--- src/core/dspdla_pkg.sv ---
// Purpose: Shared constants and carrier types for the serial port, DAC load and alert block.
// Assumes: One system clock at 50 MHz; all pins arrive asynchronous to it.
// Notes: Address select pin level arrives pre-decoded by the pad as low, floating or high.
//
// What this block does
// - In four-wire mode a transfer is framed only while the active-low frame select is held low.
// - While framed, each serial input bit is taken on a rising serial clock edge.
// - The serial output bit changes only at the start and end of a frame and on falling serial clock edges.
// - A falling load strobe edge copies every input register with new data into its DAC register.
// - One load strobe edge updates all pending DAC registers in the same cycle.
// - The load pin enable bit decides whether the load strobe pin may trigger loading.
// - After reset the load pin enable bit is set so the strobe pin controls loading.
// - The open-drain alert asserts on an exceeded limit, polarity selectable, active low by default.
// - The bus address is 1001 000 for a low select pin, 1001 010 floating and 1001 011 high.
// - The pin-selected bus address is not latched until it has been sent on the bus twice.
// - The bus address latches on the eighth clock of the second valid addressing.
// - Once latched, later changes on the select pin leave the bus address unchanged.

package dspdla_pkg;

	// ----------------------------------------
	// Sizes
	// ----------------------------------------
	localparam int NUM_DAC = 4;
	localparam int DAC_W = 12;
	localparam int DAC_SEL_W = 2;
	localparam int BYTE_W = 8;
	localparam int I2C_ADDR_W = 7;
	localparam int FIFO_DEPTH_DEF = 16;

	// ----------------------------------------
	// Bus address selection
	// ----------------------------------------
	localparam logic [1:0] ADD_SEL_LOW = 2'h0;
	localparam logic [1:0] ADD_SEL_FLOAT = 2'h1;
	localparam logic [1:0] ADD_SEL_HIGH = 2'h2;
	localparam logic [6:0] I2C_ADDR_LOW = 7'h48;
	localparam logic [6:0] I2C_ADDR_FLOAT = 7'h4a;
	localparam logic [6:0] I2C_ADDR_HIGH = 7'h4b;
	localparam logic [1:0] ADDR_LATCH_COUNT = 2'h2;

	// ----------------------------------------
	// Bit counter marks
	// ----------------------------------------
	localparam logic [3:0] BIT_LAST = 4'h7;
	localparam logic [3:0] BIT_ACK = 4'h8;
	localparam logic [3:0] BIT_ACK_END = 4'h9;

	// ----------------------------------------
	// Reset values
	// ----------------------------------------
	localparam logic RST_LOAD_PIN_ENABLE = 1'b1;
	localparam logic RST_ALERT_ACTIVE_HIGH = 1'b0;

	// ----------------------------------------
	// Carrier types
	// ----------------------------------------
	typedef struct packed {
		logic valid;
		logic [DAC_SEL_W-1:0] sel;
		logic [DAC_W-1:0] data;
	} dspdla_dac_wr_type;

	typedef struct packed {
		logic from_i2c;
		logic [BYTE_W-1:0] data;
	} dspdla_rx_word_type;

	typedef enum logic [2:0] {
		I2C_IDLE,
		I2C_ADDR,
		I2C_ACK,
		I2C_WRITE,
		I2C_READ,
		I2C_RACK,
		I2C_IGNORE
	} dspdla_i2c_state_type;

endpackage : dspdla_pkg

--- src/core/dspdla_top.sv ---
// Purpose: Serial port (four-wire and two-wire), DAC double buffer with load strobe, and limit alert.
// Assumes: Serial clock, data, frame select, strobe and select pins are asynchronous and synchronised here.
// Notes: Serial clock must stay well below a quarter of the system clock for edge finding.

`timescale 1ns/1ps

module dspdla_top
	import dspdla_pkg::*;
#(
	parameter int FIFO_DEPTH = FIFO_DEPTH_DEF
) (
	input wire logic i_clock,
	input wire logic i_reset,
	input wire logic i_sclk,
	input wire logic i_cs_n,
	input wire logic i_sdin,
	output logic o_sdin_o,
	output logic o_sdin_oe,
	output logic o_dout_o,
	output logic o_dout_oe,
	input wire logic [1:0] i_addr_sel,
	input wire logic i_dac_load_strobe_n,
	input wire logic i_cfg_wr,
	input wire logic i_cfg_load_pin_enable,
	input wire logic i_cfg_alert_active_high,
	output logic o_load_pin_enable,
	output logic o_alert_active_high,
	input wire logic i_sw_load,
	input wire dspdla_dac_wr_type i_dac_wr,
	output logic [NUM_DAC-1:0][DAC_W-1:0] o_dac_value,
	output logic [NUM_DAC-1:0] o_pending,
	output logic o_dac_updated,
	input wire logic i_limit_exceeded,
	output logic o_alert_o,
	output logic o_alert_oe,
	input wire logic [BYTE_W-1:0] i_tx_data,
	output dspdla_rx_word_type o_rx_word,
	output logic o_rx_valid,
	input wire logic i_rx_ready,
	output logic o_rx_overrun,
	input wire logic i_overrun_clr,
	output logic [I2C_ADDR_W-1:0] o_i2c_addr,
	output logic o_addr_latched
);

	// ----------------------------------------
	// Pin synchronisers
	// ----------------------------------------
	logic [2:0] sclk_s_q;
	logic [2:0] cs_s_q;
	logic [2:0] sda_s_q;
	logic [2:0] strobe_s_q;
	logic [1:0] sel_m_q;
	logic [1:0] sel_s_q;

	// Two stages, third stage only for edge finding
	always_ff @(posedge i_clock) begin
		if (i_reset) begin
			sclk_s_q <= 3'h7;
			cs_s_q <= 3'h7;
			sda_s_q <= 3'h7;
			strobe_s_q <= 3'h7;
			sel_m_q <= 2'h0;
			sel_s_q <= 2'h0;
		end else begin
			sclk_s_q <= {sclk_s_q[1:0], i_sclk};
			cs_s_q <= {cs_s_q[1:0], i_cs_n};
			sda_s_q <= {sda_s_q[1:0], i_sdin};
			strobe_s_q <= {strobe_s_q[1:0], i_dac_load_strobe_n};
			sel_m_q <= i_addr_sel;
			sel_s_q <= sel_m_q;
		end
	end

	logic scl_rise;
	logic scl_fall;
	logic framed;
	logic frame_start;
	logic sda_now;
	logic i2c_mode;
	logic i2c_start;
	logic i2c_stop;
	assign scl_rise = sclk_s_q[1] & ~sclk_s_q[2];
	assign scl_fall = ~sclk_s_q[1] & sclk_s_q[2];
	assign framed = ~cs_s_q[1];
	assign frame_start = ~cs_s_q[1] & cs_s_q[2];
	assign sda_now = sda_s_q[1];
	assign i2c_mode = cs_s_q[1];
	assign i2c_start = i2c_mode & sclk_s_q[1] & sda_s_q[2] & ~sda_s_q[1];
	assign i2c_stop = i2c_mode & sclk_s_q[1] & ~sda_s_q[2] & sda_s_q[1];

	// ----------------------------------------
	// Four-wire engine
	// ----------------------------------------
	logic [2:0] spi_cnt_q;
	logic [BYTE_W-1:0] spi_in_q;
	logic [BYTE_W-1:0] spi_out_q;
	logic spi_oe_q;
	logic spi_byte;
	assign spi_byte = framed & scl_rise & (spi_cnt_q == BIT_LAST[2:0]);

	// Input shift on rising clock while framed
	always_ff @(posedge i_clock) begin
		if (i_reset || !framed) begin
			spi_cnt_q <= '0;
			spi_in_q <= '0;
		end else if (scl_rise) begin
			spi_in_q <= {spi_in_q[BYTE_W-2:0], sda_now};
			spi_cnt_q <= spi_cnt_q + 1'b1;
		end
	end

	// Output shift on falling clock, reload after each byte; open drain pulls low for a zero
	always_ff @(posedge i_clock) begin
		if (i_reset || !framed) begin
			spi_out_q <= '0;
			spi_oe_q <= 1'b0;
		end else if (frame_start) begin
			spi_out_q <= i_tx_data;
			spi_oe_q <= ~i_tx_data[BYTE_W-1];
		end else if (scl_fall) begin
			if (spi_cnt_q == 3'h0) begin
				spi_out_q <= i_tx_data;
				spi_oe_q <= ~i_tx_data[BYTE_W-1];
			end else begin
				spi_out_q <= {spi_out_q[BYTE_W-2:0], 1'b0};
				spi_oe_q <= ~spi_out_q[BYTE_W-2];
			end
		end
	end
	assign o_dout_o = 1'b0;
	assign o_dout_oe = spi_oe_q;

	// ----------------------------------------
	// Two-wire engine
	// ----------------------------------------
	dspdla_i2c_state_type i2c_st_q;
	logic [3:0] i2c_cnt_q;
	logic [BYTE_W-1:0] i2c_sh_q;
	logic [BYTE_W-1:0] i2c_tx_q;
	logic i2c_rw_q;
	logic i2c_nack_q;
	logic i2c_oe_q;
	logic [I2C_ADDR_W-1:0] pin_addr;
	logic [I2C_ADDR_W-1:0] i2c_addr_q;
	logic [1:0] valid_cnt_q;
	logic addr_latched_q;
	logic [I2C_ADDR_W-1:0] cur_addr;
	logic addr_done;
	logic addr_match;
	logic i2c_byte;

	// Address from the three-level select pin
	always_comb begin
		case (sel_s_q)
			ADD_SEL_FLOAT: pin_addr = I2C_ADDR_FLOAT;
			ADD_SEL_HIGH: pin_addr = I2C_ADDR_HIGH;
			default: pin_addr = I2C_ADDR_LOW;
		endcase
	end
	assign cur_addr = addr_latched_q ? i2c_addr_q : pin_addr;
	assign addr_done = (i2c_st_q == I2C_ADDR) & scl_rise & (i2c_cnt_q == BIT_LAST) & ~i2c_start & ~i2c_stop;
	assign addr_match = (i2c_sh_q[I2C_ADDR_W-1:0] == cur_addr);
	assign i2c_byte = (i2c_st_q == I2C_WRITE) & scl_rise & (i2c_cnt_q == BIT_LAST) & ~i2c_start & ~i2c_stop;

	// Bus sequencer: address, acknowledge, write bytes or read bytes
	always_ff @(posedge i_clock) begin
		if (i_reset || !i2c_mode || i2c_stop) begin
			i2c_st_q <= I2C_IDLE;
			i2c_cnt_q <= '0;
			i2c_sh_q <= '0;
			i2c_tx_q <= '0;
			i2c_rw_q <= 1'b0;
			i2c_nack_q <= 1'b0;
			i2c_oe_q <= 1'b0;
		end else if (i2c_start) begin
			i2c_st_q <= I2C_ADDR;
			i2c_cnt_q <= '0;
			i2c_oe_q <= 1'b0;
		end else begin
			case (i2c_st_q)
				I2C_ADDR, I2C_WRITE: begin
					if (scl_rise) begin
						i2c_sh_q <= {i2c_sh_q[BYTE_W-2:0], sda_now};
						i2c_cnt_q <= i2c_cnt_q + 1'b1;
						if (i2c_cnt_q == BIT_LAST) begin
							if (i2c_st_q == I2C_ADDR) begin
								i2c_rw_q <= sda_now;
								i2c_st_q <= addr_match ? I2C_ACK : I2C_IGNORE;
							end else begin
								i2c_st_q <= I2C_ACK;
							end
						end
					end
				end
				I2C_ACK: begin
					if (scl_fall) begin
						if (i2c_cnt_q == BIT_ACK) begin
							i2c_oe_q <= 1'b1;
							i2c_cnt_q <= BIT_ACK_END;
						end else begin
							i2c_cnt_q <= '0;
							if (i2c_rw_q) begin
								i2c_tx_q <= i_tx_data;
								i2c_oe_q <= ~i_tx_data[BYTE_W-1];
								i2c_st_q <= I2C_READ;
							end else begin
								i2c_oe_q <= 1'b0;
								i2c_st_q <= I2C_WRITE;
							end
						end
					end
				end
				I2C_READ: begin
					if (scl_rise) begin
						i2c_cnt_q <= i2c_cnt_q + 1'b1;
						if (i2c_cnt_q == BIT_LAST) begin
							i2c_st_q <= I2C_RACK;
						end
					end else if (scl_fall) begin
						i2c_tx_q <= {i2c_tx_q[BYTE_W-2:0], 1'b0};
						i2c_oe_q <= ~i2c_tx_q[BYTE_W-2];
					end
				end
				I2C_RACK: begin
					if (scl_fall && i2c_cnt_q == BIT_ACK) begin
						i2c_oe_q <= 1'b0;
					end else if (scl_rise) begin
						i2c_nack_q <= sda_now;
						i2c_cnt_q <= BIT_ACK_END;
					end else if (scl_fall) begin
						i2c_cnt_q <= '0;
						i2c_tx_q <= i_tx_data;
						i2c_oe_q <= ~i2c_nack_q & ~i_tx_data[BYTE_W-1];
						i2c_st_q <= i2c_nack_q ? I2C_IGNORE : I2C_READ;
					end
				end
				I2C_IGNORE: i2c_oe_q <= 1'b0;
				default: i2c_st_q <= I2C_IDLE;
			endcase
		end
	end
	assign o_sdin_o = 1'b0;
	assign o_sdin_oe = i2c_oe_q;

	// Address latch on the eighth clock of the second matching addressing
	always_ff @(posedge i_clock) begin
		if (i_reset) begin
			valid_cnt_q <= '0;
			addr_latched_q <= 1'b0;
			i2c_addr_q <= I2C_ADDR_LOW;
		end else if (addr_done && addr_match && !addr_latched_q) begin
			if (valid_cnt_q == ADDR_LATCH_COUNT - 2'h1) begin
				addr_latched_q <= 1'b1;
				i2c_addr_q <= pin_addr;
			end else begin
				valid_cnt_q <= valid_cnt_q + 2'h1;
			end
		end
	end
	assign o_i2c_addr = cur_addr;
	assign o_addr_latched = addr_latched_q;

	// ----------------------------------------
	// Received-byte buffering
	// ----------------------------------------
	dspdla_rx_word_type push_word_q;
	logic push_q;
	logic fifo_in_ready;
	logic overrun_q;

	// Register each finished byte for the FIFO
	always_ff @(posedge i_clock) begin
		if (i_reset) begin
			push_q <= 1'b0;
			push_word_q <= '0;
		end else begin
			push_q <= spi_byte | i2c_byte;
			if (spi_byte) begin
				push_word_q <= '{from_i2c: 1'b0, data: {spi_in_q[BYTE_W-2:0], sda_now}};
			end else if (i2c_byte) begin
				push_word_q <= '{from_i2c: 1'b1, data: {i2c_sh_q[BYTE_W-2:0], sda_now}};
			end
		end
	end

	// Sticky overrun when a byte meets a full FIFO; a new overrun beats the clear
	always_ff @(posedge i_clock) begin
		if (i_reset) begin
			overrun_q <= 1'b0;
		end else if (push_q && !fifo_in_ready) begin
			overrun_q <= 1'b1;
		end else if (i_overrun_clr) begin
			overrun_q <= 1'b0;
		end
	end
	assign o_rx_overrun = overrun_q;

	dspdla_fifo #(
		.WIDTH($bits(dspdla_rx_word_type)),
		.DEPTH(FIFO_DEPTH)
	) u_fifo (
		.i_clock(i_clock),
		.i_reset(i_reset),
		.i_in_valid(push_q),
		.o_in_ready(fifo_in_ready),
		.i_in_data(push_word_q),
		.o_out_valid(o_rx_valid),
		.i_out_ready(i_rx_ready),
		.o_out_data(o_rx_word)
	);

	// ----------------------------------------
	// Configuration and alert
	// ----------------------------------------
	logic load_pin_en_q;
	logic alert_high_q;
	logic alert_oe_q;

	// Configuration bits written by a strobe
	always_ff @(posedge i_clock) begin
		if (i_reset) begin
			load_pin_en_q <= RST_LOAD_PIN_ENABLE;
			alert_high_q <= RST_ALERT_ACTIVE_HIGH;
		end else if (i_cfg_wr) begin
			load_pin_en_q <= i_cfg_load_pin_enable;
			alert_high_q <= i_cfg_alert_active_high;
		end
	end
	assign o_load_pin_enable = load_pin_en_q;
	assign o_alert_active_high = alert_high_q;

	// Open drain pulls low when the pin must read low
	always_ff @(posedge i_clock) begin
		if (i_reset) begin
			alert_oe_q <= ~RST_ALERT_ACTIVE_HIGH;
		end else begin
			alert_oe_q <= alert_high_q ? ~i_limit_exceeded : i_limit_exceeded;
		end
	end
	assign o_alert_o = 1'b0;
	assign o_alert_oe = alert_oe_q;

	// ----------------------------------------
	// DAC double buffer
	// ----------------------------------------
	logic strobe_fall;
	logic load_fire;
	logic updated_q;
	assign strobe_fall = ~strobe_s_q[1] & strobe_s_q[2];
	assign load_fire = (strobe_fall & load_pin_en_q) | i_sw_load;

	genvar ch;
	generate
		for (ch = 0; ch < NUM_DAC; ch++) begin : g_dac
			logic [DAC_W-1:0] input_q;
			logic [DAC_W-1:0] dac_q;
			logic pending_q;
			logic wr_hit;
			assign wr_hit = i_dac_wr.valid & (i_dac_wr.sel == DAC_SEL_W'(ch));
			// Input register, pending flag and output register; a write beats the load clear
			always_ff @(posedge i_clock) begin
				if (i_reset) begin
					input_q <= '0;
					dac_q <= '0;
					pending_q <= 1'b0;
				end else begin
					if (load_fire && pending_q) begin
						dac_q <= input_q;
					end
					if (wr_hit) begin
						input_q <= i_dac_wr.data;
						pending_q <= 1'b1;
					end else if (load_fire) begin
						pending_q <= 1'b0;
					end
				end
			end
			assign o_dac_value[ch] = dac_q;
			assign o_pending[ch] = pending_q;
		end
	endgenerate

	// One-cycle pulse after any DAC register changes
	always_ff @(posedge i_clock) begin
		if (i_reset) begin
			updated_q <= 1'b0;
		end else begin
			updated_q <= load_fire & (|o_pending);
		end
	end
	assign o_dac_updated = updated_q;
endmodule : dspdla_top

--- src/core/dspdla_fifo.sv ---
// Purpose: Received-byte FIFO between the serial engines and the user side.
// Assumes: Single clock; push and pop may occur in the same cycle.
// Notes: in_ready falls when full; out_valid rises when not empty.

`timescale 1ns/1ps

module dspdla_fifo #(
	parameter int WIDTH = 9,
	parameter int DEPTH = 16
) (
	input wire logic i_clock,
	input wire logic i_reset,
	input wire logic i_in_valid,
	output logic o_in_ready,
	input wire logic [WIDTH-1:0] i_in_data,
	output logic o_out_valid,
	input wire logic i_out_ready,
	output logic [WIDTH-1:0] o_out_data
);

	localparam int PTR_W = $clog2(DEPTH);

	logic [WIDTH-1:0] mem_q [DEPTH];
	logic [PTR_W-1:0] wr_ptr_q;
	logic [PTR_W-1:0] rd_ptr_q;
	logic [PTR_W:0] count_q;
	logic push;
	logic pop;

	// ----------------------------------------
	// Handshakes
	// ----------------------------------------
	assign o_in_ready = (count_q != (PTR_W+1)'(DEPTH));
	assign o_out_valid = (count_q != '0);
	assign push = i_in_valid & o_in_ready;
	assign pop = i_out_ready & o_out_valid;
	assign o_out_data = mem_q[rd_ptr_q];

	// Storage array
	always_ff @(posedge i_clock) begin
		if (push) begin
			mem_q[wr_ptr_q] <= i_in_data;
		end
	end

	// Pointers and fill count
	always_ff @(posedge i_clock) begin
		if (i_reset) begin
			wr_ptr_q <= '0;
			rd_ptr_q <= '0;
			count_q <= '0;
		end else begin
			if (push) begin
				wr_ptr_q <= (wr_ptr_q == PTR_W'(DEPTH - 1)) ? '0 : wr_ptr_q + 1'b1;
			end
			if (pop) begin
				rd_ptr_q <= (rd_ptr_q == PTR_W'(DEPTH - 1)) ? '0 : rd_ptr_q + 1'b1;
			end
			if (push && !pop) begin
				count_q <= count_q + 1'b1;
			end else if (pop && !push) begin
				count_q <= count_q - 1'b1;
			end
		end
	end

endmodule : dspdla_fifo

--- config.mk ---
export PLATFORM = sky130hd
export DESIGN_NAME = dspdla_top
export DESIGN_NICKNAME = d
export VERILOG_FILES = /design/src/core/dspdla_pkg.sv /design/src/core/dspdla_top.sv /design/src/core/dspdla_fifo.sv
export SDC_FILE = /design/constraint.sdc
export NUM_CORES = 1
export LEC_CHECK = 0
export BUFFER_PORTS_ARGS = -buffer_cell sky130_fd_sc_hd__buf_2
export CORE_MARGIN = 4
export CORE_UTILIZATION = 50
export DETAILED_ROUTE_END_ITERATION = 10
export PLACE_DENSITY = 0.73
export SYNTH_ARGS = -nofsm -noshare
export SYNTH_HDL_FRONTEND = slang
export SYNTH_SLANG_ARGS = --single-unit
export TNS_END_PERCENT = 1
--- constraint.sdc ---
create_clock -name i_clock -period 2.7 [get_ports i_clock]
set_clock_uncertainty 0.05 [all_clocks]
set_input_delay 0.405 -clock i_clock [delete_from_list [all_inputs] [get_ports i_clock]]
set_output_delay 0.405 -clock i_clock [all_outputs]
set_load 0.1 [all_outputs]
Word level (Yosys, flattened, before mapping)
Memory sizes are Yosys's and may differ from the RTL's. A register that Yosys moved wholly into a read port is not among the register bits.
Index checks and enable logic that the tools add are counted.
{"block": "op_classes", "add_sub_neg": 7, "mul": 0, "n_div": 0, "n_lt_le_gt_ge": 0, "n_eq_ne": 45, "shifts": 0, "muxes": 66, "bitwise_logic": 46, "reduce_logical": 47}
{"operator": "2-to-1 mux 7 bit", "n": 12}
{"operator": "2-to-1 mux 4 bit", "n": 10}
{"operator": "2-to-1 mux 3 bit", "n": 12}
{"operator": "!= test 3 bit (second input constant)", "n": 12}
{"operator": "AND reduction 10 bit", "n": 3}
{"operator": "bitwise AND 1 bit", "n": 28}
{"operator": "!= test 2 bit (second input constant)", "n": 13}
{"operator": "2-to-1 mux 1 bit", "n": 22}
{"operator": "one-hot mux 7 bit (3 select lines)", "n": 1}
{"operator": "2-to-1 mux 8 bit", "n": 2}
{"operator": "inverter 1 bit", "n": 16}
{"operator": "nonzero test 2 bit", "n": 8}
{"operator": "one-hot mux 3 bit (5 select lines)", "n": 1}
{"operator": "adder 4 x 1 -> 4 bit (second input constant)", "n": 3}
{"operator": "== test 3 bit (second input constant)", "n": 4}
{"operator": "== test 4 bit (second input constant)", "n": 3}
{"operator": "one-hot mux 4 bit (3 select lines)", "n": 1}
{"operator": "logical AND 1 bit", "n": 10}
{"operator": "2-to-1 mux 5 bit", "n": 2}
{"operator": "AND reduction 5 bit", "n": 2}
{"operator": "== test 7 bit", "n": 1}
{"operator": "== test 2 x 1 -> 1 bit (second input constant)", "n": 3}
{"operator": "== test 2 bit (second input constant)", "n": 3}
{"operator": "== test 3 x 2 -> 1 bit (second input constant)", "n": 2}
{"operator": "26 further kinds", "n": 37}
{"block": "totals", "register_bits": 196, "latchBits": 0, "ram_bits": 144, "rom_bits": 0, "inputBits": 38, "out_inout_bits": 80, "elab_cells": 256, "mem_count": 1}
{"memory": "u_fifo.mem_q", "depth": 16, "word_bits": 9, "read_ports": 1, "rd_ports_with_merged_regs": 1, "write_ports": 1, "line": "dspdla_fifo.sv:23", "source": "logic [WIDTH-1:0] mem_q [DEPTH];"}

Depth between registers and ports, before layout
{"block": "depth", "ltp_word": 10, "mapped_depth": 11}

Cells and area by module
Synthesis repeated with hierarchy kept, for this count alone.
{"block": "hier_totals", "cells_unflattened": 1189, "hier_area_um2": 13584.3}
{"mod": "dspdla_top", "instances": 1, "cells_each": 854, "area_each_um2": 7218.2, "seq_area_each_um2": 3563.4}
{"mod": "dspdla_fifo", "instances": 1, "cells_each": 335, "area_each_um2": 6366.1, "seq_area_each_um2": 4664.5}

Worst setup path after synthesis
No wires, ideal clock.
{"block": "synth_path", "path_kind": "register -> register", "from": "register addr_latched_q (netlist: o_addr_latched)", "to": "register i2c_addr_q[1]", "setup_ps": 121, "t_arrival_ps": 3889, "t_required_ps": 2529, "path_slack_ps": -1360, "path_stages_with_launch": 5, "n_path_buf": 0, "period_less_slack_ps": 4060, "path_cell_list": "dfxtp_1 mux2i_1 xor2_1 nor4b_2 mux2_2"}
{"block": "synth_via", "elab_chain_len": 5, "word_cells_on_any_way": 6, "cone_classes": "1 x eq/ne; 1 x mux; 4 x reduce/logical"}
{"item": "start: declaration", "line": "dspdla_top.sv:147", "source": "logic addr_latched_q;"}
{"item": "start signal: assignment", "line": "dspdla_top.sv:250", "source": "addr_latched_q <= 1'b0;"}
{"item": "start signal: assignment", "line": "dspdla_top.sv:254", "source": "addr_latched_q <= 1'b1;"}
{"item": "2-to-1 mux 7 bit", "line": "dspdla_top.sv:161", "source": "assign cur_addr = addr_latched_q ? i2c_addr_q : pin_addr;"}
{"item": "via o_i2c_addr[1]", "line": "dspdla_top.sv:42", "source": "output logic [I2C_ADDR_W-1:0] o_i2c_addr,"}
{"item": "== test 7 bit", "line": "dspdla_top.sv:163", "source": "assign addr_match = (i2c_sh_q[I2C_ADDR_W-1:0] == cur_addr);"}
{"item": "logical AND 1 bit (2 in series)", "line": "dspdla_top.sv:252", "source": "end else if (addr_done && addr_match && !addr_latched_q) begin"}
{"item": "AND reduction 2 bit (no source line)"}
{"item": "end signal: assignment", "line": "dspdla_top.sv:255", "source": "i2c_addr_q <= pin_addr;"}
{"item": "end: declaration", "line": "dspdla_top.sv:145", "source": "logic [I2C_ADDR_W-1:0] i2c_addr_q;"}
The timed path passes the listed nets, and every way through them passes these cells.
A chain may end at the register's enable or synchronous reset.

==> flow_metrics.py <==
metrics = {
    "worst_setup_path": {
        "cp_common_cell": "mux4_2",
        "endpoint_kind": "primary output",
        "worst-path-max-fanout": 7,
        "slowest_stage": "mux4_2",
        "timing.rr.start": "u_fifo.count_q[0]",
        "rr_endpoint": "u_fifo.count_q[4]",
        "worstPathCellList": "buf_12 -> mux4_2 -> mux4_2 -> buf_8",
        "r2r_cells": 10,
        "critical_path.max_stage_delay_ns": 0.59,
        "worst-setup-path-type": "flip-flop to primary output",
        "arrival_ns": 2.41,
        "startpoint_type": "flip-flop",
        "r2r_slack_ns": -0.02,
        "cp.required_ns": 2.25,
    },
    "cells_and_area": {
        "synthToLayoutAreaGrowth_pct": 16.86,
        "nets": 1345,
        "ff_latch_area_mm2": 0.008233,
        "fillers": 2158,
        "num_antenna_cells": 0,
        "drive_above_1_share_pct": 21.57,
        "multi_input_comb_area_mm2": 0.004860,
    },
    "clocking": {
        "cts.clk_slew.worst_paths_ns": 0.06,
        "cts_sinks": 339,
        "insertion_delay_ns": 0.51,
        "cts_buffers": 35,
        "clock_path_buffers": 3,
        "cts_tree": "built",
        "cts_root_buffer": "clkbuf_16",
        "h-tree-depth": 2,
    },
    "hold_path": {
        "hp-class": "input port to flip-flop",
        "min_from": "i_dac_load_strobe_n",
        "holdPathStages": 2,
        "min_to": "strobe_s_q[0]",
    },
    "global_routing": {
        "overflow": 0,
        "grt_pass1_vias": 8831,
        "antenna_found_initial": 1,
        "grt_usage_pct": 20.51,
        "grt_start_max_net_pins": 53,
        "grt_pass1_wl_um": 47800,
    },
    "power_and_ir_drop": {
        "design_power_total_mw": 12.33,
        "p_leak_nw": 5.715,
        "ir_drop_mv": 0.4653,
        "p_per_area_mw_per_mm2": 782.1,
    },
    "routing": {
        "final_antenna_net_count": 0,
        "vias": 9141,
        "drtIter0Drc": 639,
        "wl_per_cell_um": 18.48,
        "dr.pass1.iters": 4,
        "vias_per_cell": 5.550,
        "drcViolationCount": 0,
        "drt_wl_total_um": 30440,
    },
    "placed_design": {
        "hpwl_um": 19210,
        "gp_congestion": 0.8630,
        "io_buffer_count": 109,
    },
    "timing": {
        "finalCritPeriodShare_pct": 106.1,
        "layout_min_cycle_time_ns": 2.864,
        "hold_slack_ns": 0.03959,
        "slew_headroom_pct": 46.98,
        "clock.fmax_ghz": 0.3492,
        "finalSetupViolCount": 10,
        "finalSetupTns_ns": -0.9262,
        "hold_viol_final": 0,
        "report.final.slew_viol_count": 0,
        "worst_pin_slew_ns": 0.7924,
        "rsz0062_at_grt": "true",
        "setup_ws_ns": -0.1641,
    },
    "synthesis": {
        "ys_seq_elements": 339,
        "yosysMostFrequentCell": "nand2_1",
        "syn_avg_cell_area_um2": 11.54,
        "synth_common_cells": "nand2_1, dfxtp_1, edfxtp_1",
        "yosys.area.top_type": "edfxtp_1",
        "synth_area_leaders": "edfxtp_1, dfxtp_1, mux4_2",
        "yosys_warnings": 0,
        "async_flop_share_pct": 0,
        "synth_edf_count": 144,
        "synthFlopType": "dfxtp_1",
        "synth.cell_area_mm2": 0.01349,
        "yosysSeqAreaShare_pct": 60.97,
        "syn_inst": 1169,
        "ys_types": 66,
        "yosysTopAreaCellShare_pct": 32.04,
    },
    "floorplanning": {
        "die_area_mm2": 0.02968,
        "die_width_um": 172.3,
        "io_pins": 118,
        "die-height_um": 172.3,
        "rows": 59,
        "start_util_pct": 51.35,
        "core_mm2": 0.02628,
    },
    "outcome": {
        "status": "finished with violations",
        "violations": "setup timing",
    },
    "job": {
        "maxCapViolations": 0,
    },
}
-- state kept, by name (all words and copies together) (netlist names), 7 cells and up, named ones only --
register / count
u_fifo.mem_q: 144
g_dac.dac_q: 48
g_dac.input_q: 48
push_word_q: 9
i2c_sh_q: 7
i2c_tx_q: 7
spi_in_q: 7
spi_out_q: 7
-- worst max-delay path by stage --
stage / slack (ns) / start / endpoint
3_5_place_dp: -0.03 / u_fifo.count_q[0] / u_fifo.count_q[4]
6_report: -0.16 / flip-flop / o_rx_word[3]
5_1_grt: -0.21 / flip-flop / o_rx_word[3]
2_1_floorplan: -0.34 / u_fifo.count_q[0] / u_fifo.count_q[4]
3_3_place_gp: 0.03 / u_fifo.count_q[0] / u_fifo.count_q[4]
4_1_cts: -0.17 / flip-flop / o_rx_word[3]
-- timing repair --
action	CTS	global route
gates cloned	1	0
resized for setup	30	1
hold buffers	0	0
buffers inserted	1	0
endpoints found under the setup margin	10	10
-- layout by cell type, fill, tap and decap left out, drive strengths merged, types with 11 or more instances in the layout --
cell	Yosys	layout
nor2	93	93
ha	20	20
o21ai	19	19
edfxtp	144	144
a21oi	122	122
a211oi	16	16
or2	13	13
buf	32	152
nand2	224	224
clkbuf	46	49
nand3	11	11
nand2b	16	16
mux2i	37	37
mux4	45	45
inv	24	25
dfxtp	195	195
clkinv	0	11
-- critical path, delay by kind of cell, from the launching register on --
family   cells  cell delay, ns
mux          2            1.11
flops        1            0.43
buf+inv      2            0.35
-- per-stage QoR --
stage,instance area [um^2],std cells,util (%),setup WS (ns)
after global routing,15770,1647,60.00,-0.2128
after global placement,14490,1582,55.15,0.03253
final,15770,1647,60.00,-0.1641
after floorplan,13550,1175,-,-0.3409
after detailed placement,14490,1582,55.15,-0.03108
after CTS,15770,1647,59.99,-0.1749
-- routing by layer --
layer	track usage [%]	share of wire, %	vias to the layer above
met5	0	0.043	-
met4	6.938	3.3	2
met3	4.024	6.6	73
met2	33.37	48	325
met1	27.80	42	4384
li1	-	-	4357
-- cell families after synthesis --
| kind of cell | after synthesis | synth area share, % |
|---|---|---|
| compound gates | 194 | 8.605 |
| xor+xnor | 11 | 0.7697 |
| fa+ha+maj | 21 | 2.003 |
| buf+inv | 102 | 3.440 |
| flops | 339 | 60.97 |
| mux | 86 | 10.59 |
| other cells | 2 | 0.05565 |
| simple gates | 414 | 13.57 |
-- layout make-up --
class                   count  area share [%]
well taps                 335           2.658
repair buffers            152           6.514
inverters                  24          0.5713
clock inverters            14          0.8252
clock buffers              49           6.403
multi-input cells         734           30.82
flip-flops and latches    339           52.21
-- power by group --
part	total (mW)	switching [mW]	leakage (nW)	internal, mW
Clock	4.71	1.90	0.564	2.81
Combinational	2.13	1.25	2.24	0.880
Sequential	5.50	0.101	2.91	5.40
Total	12.3	3.25	5.72	9.09
Power figures use the tool's default switching activity.
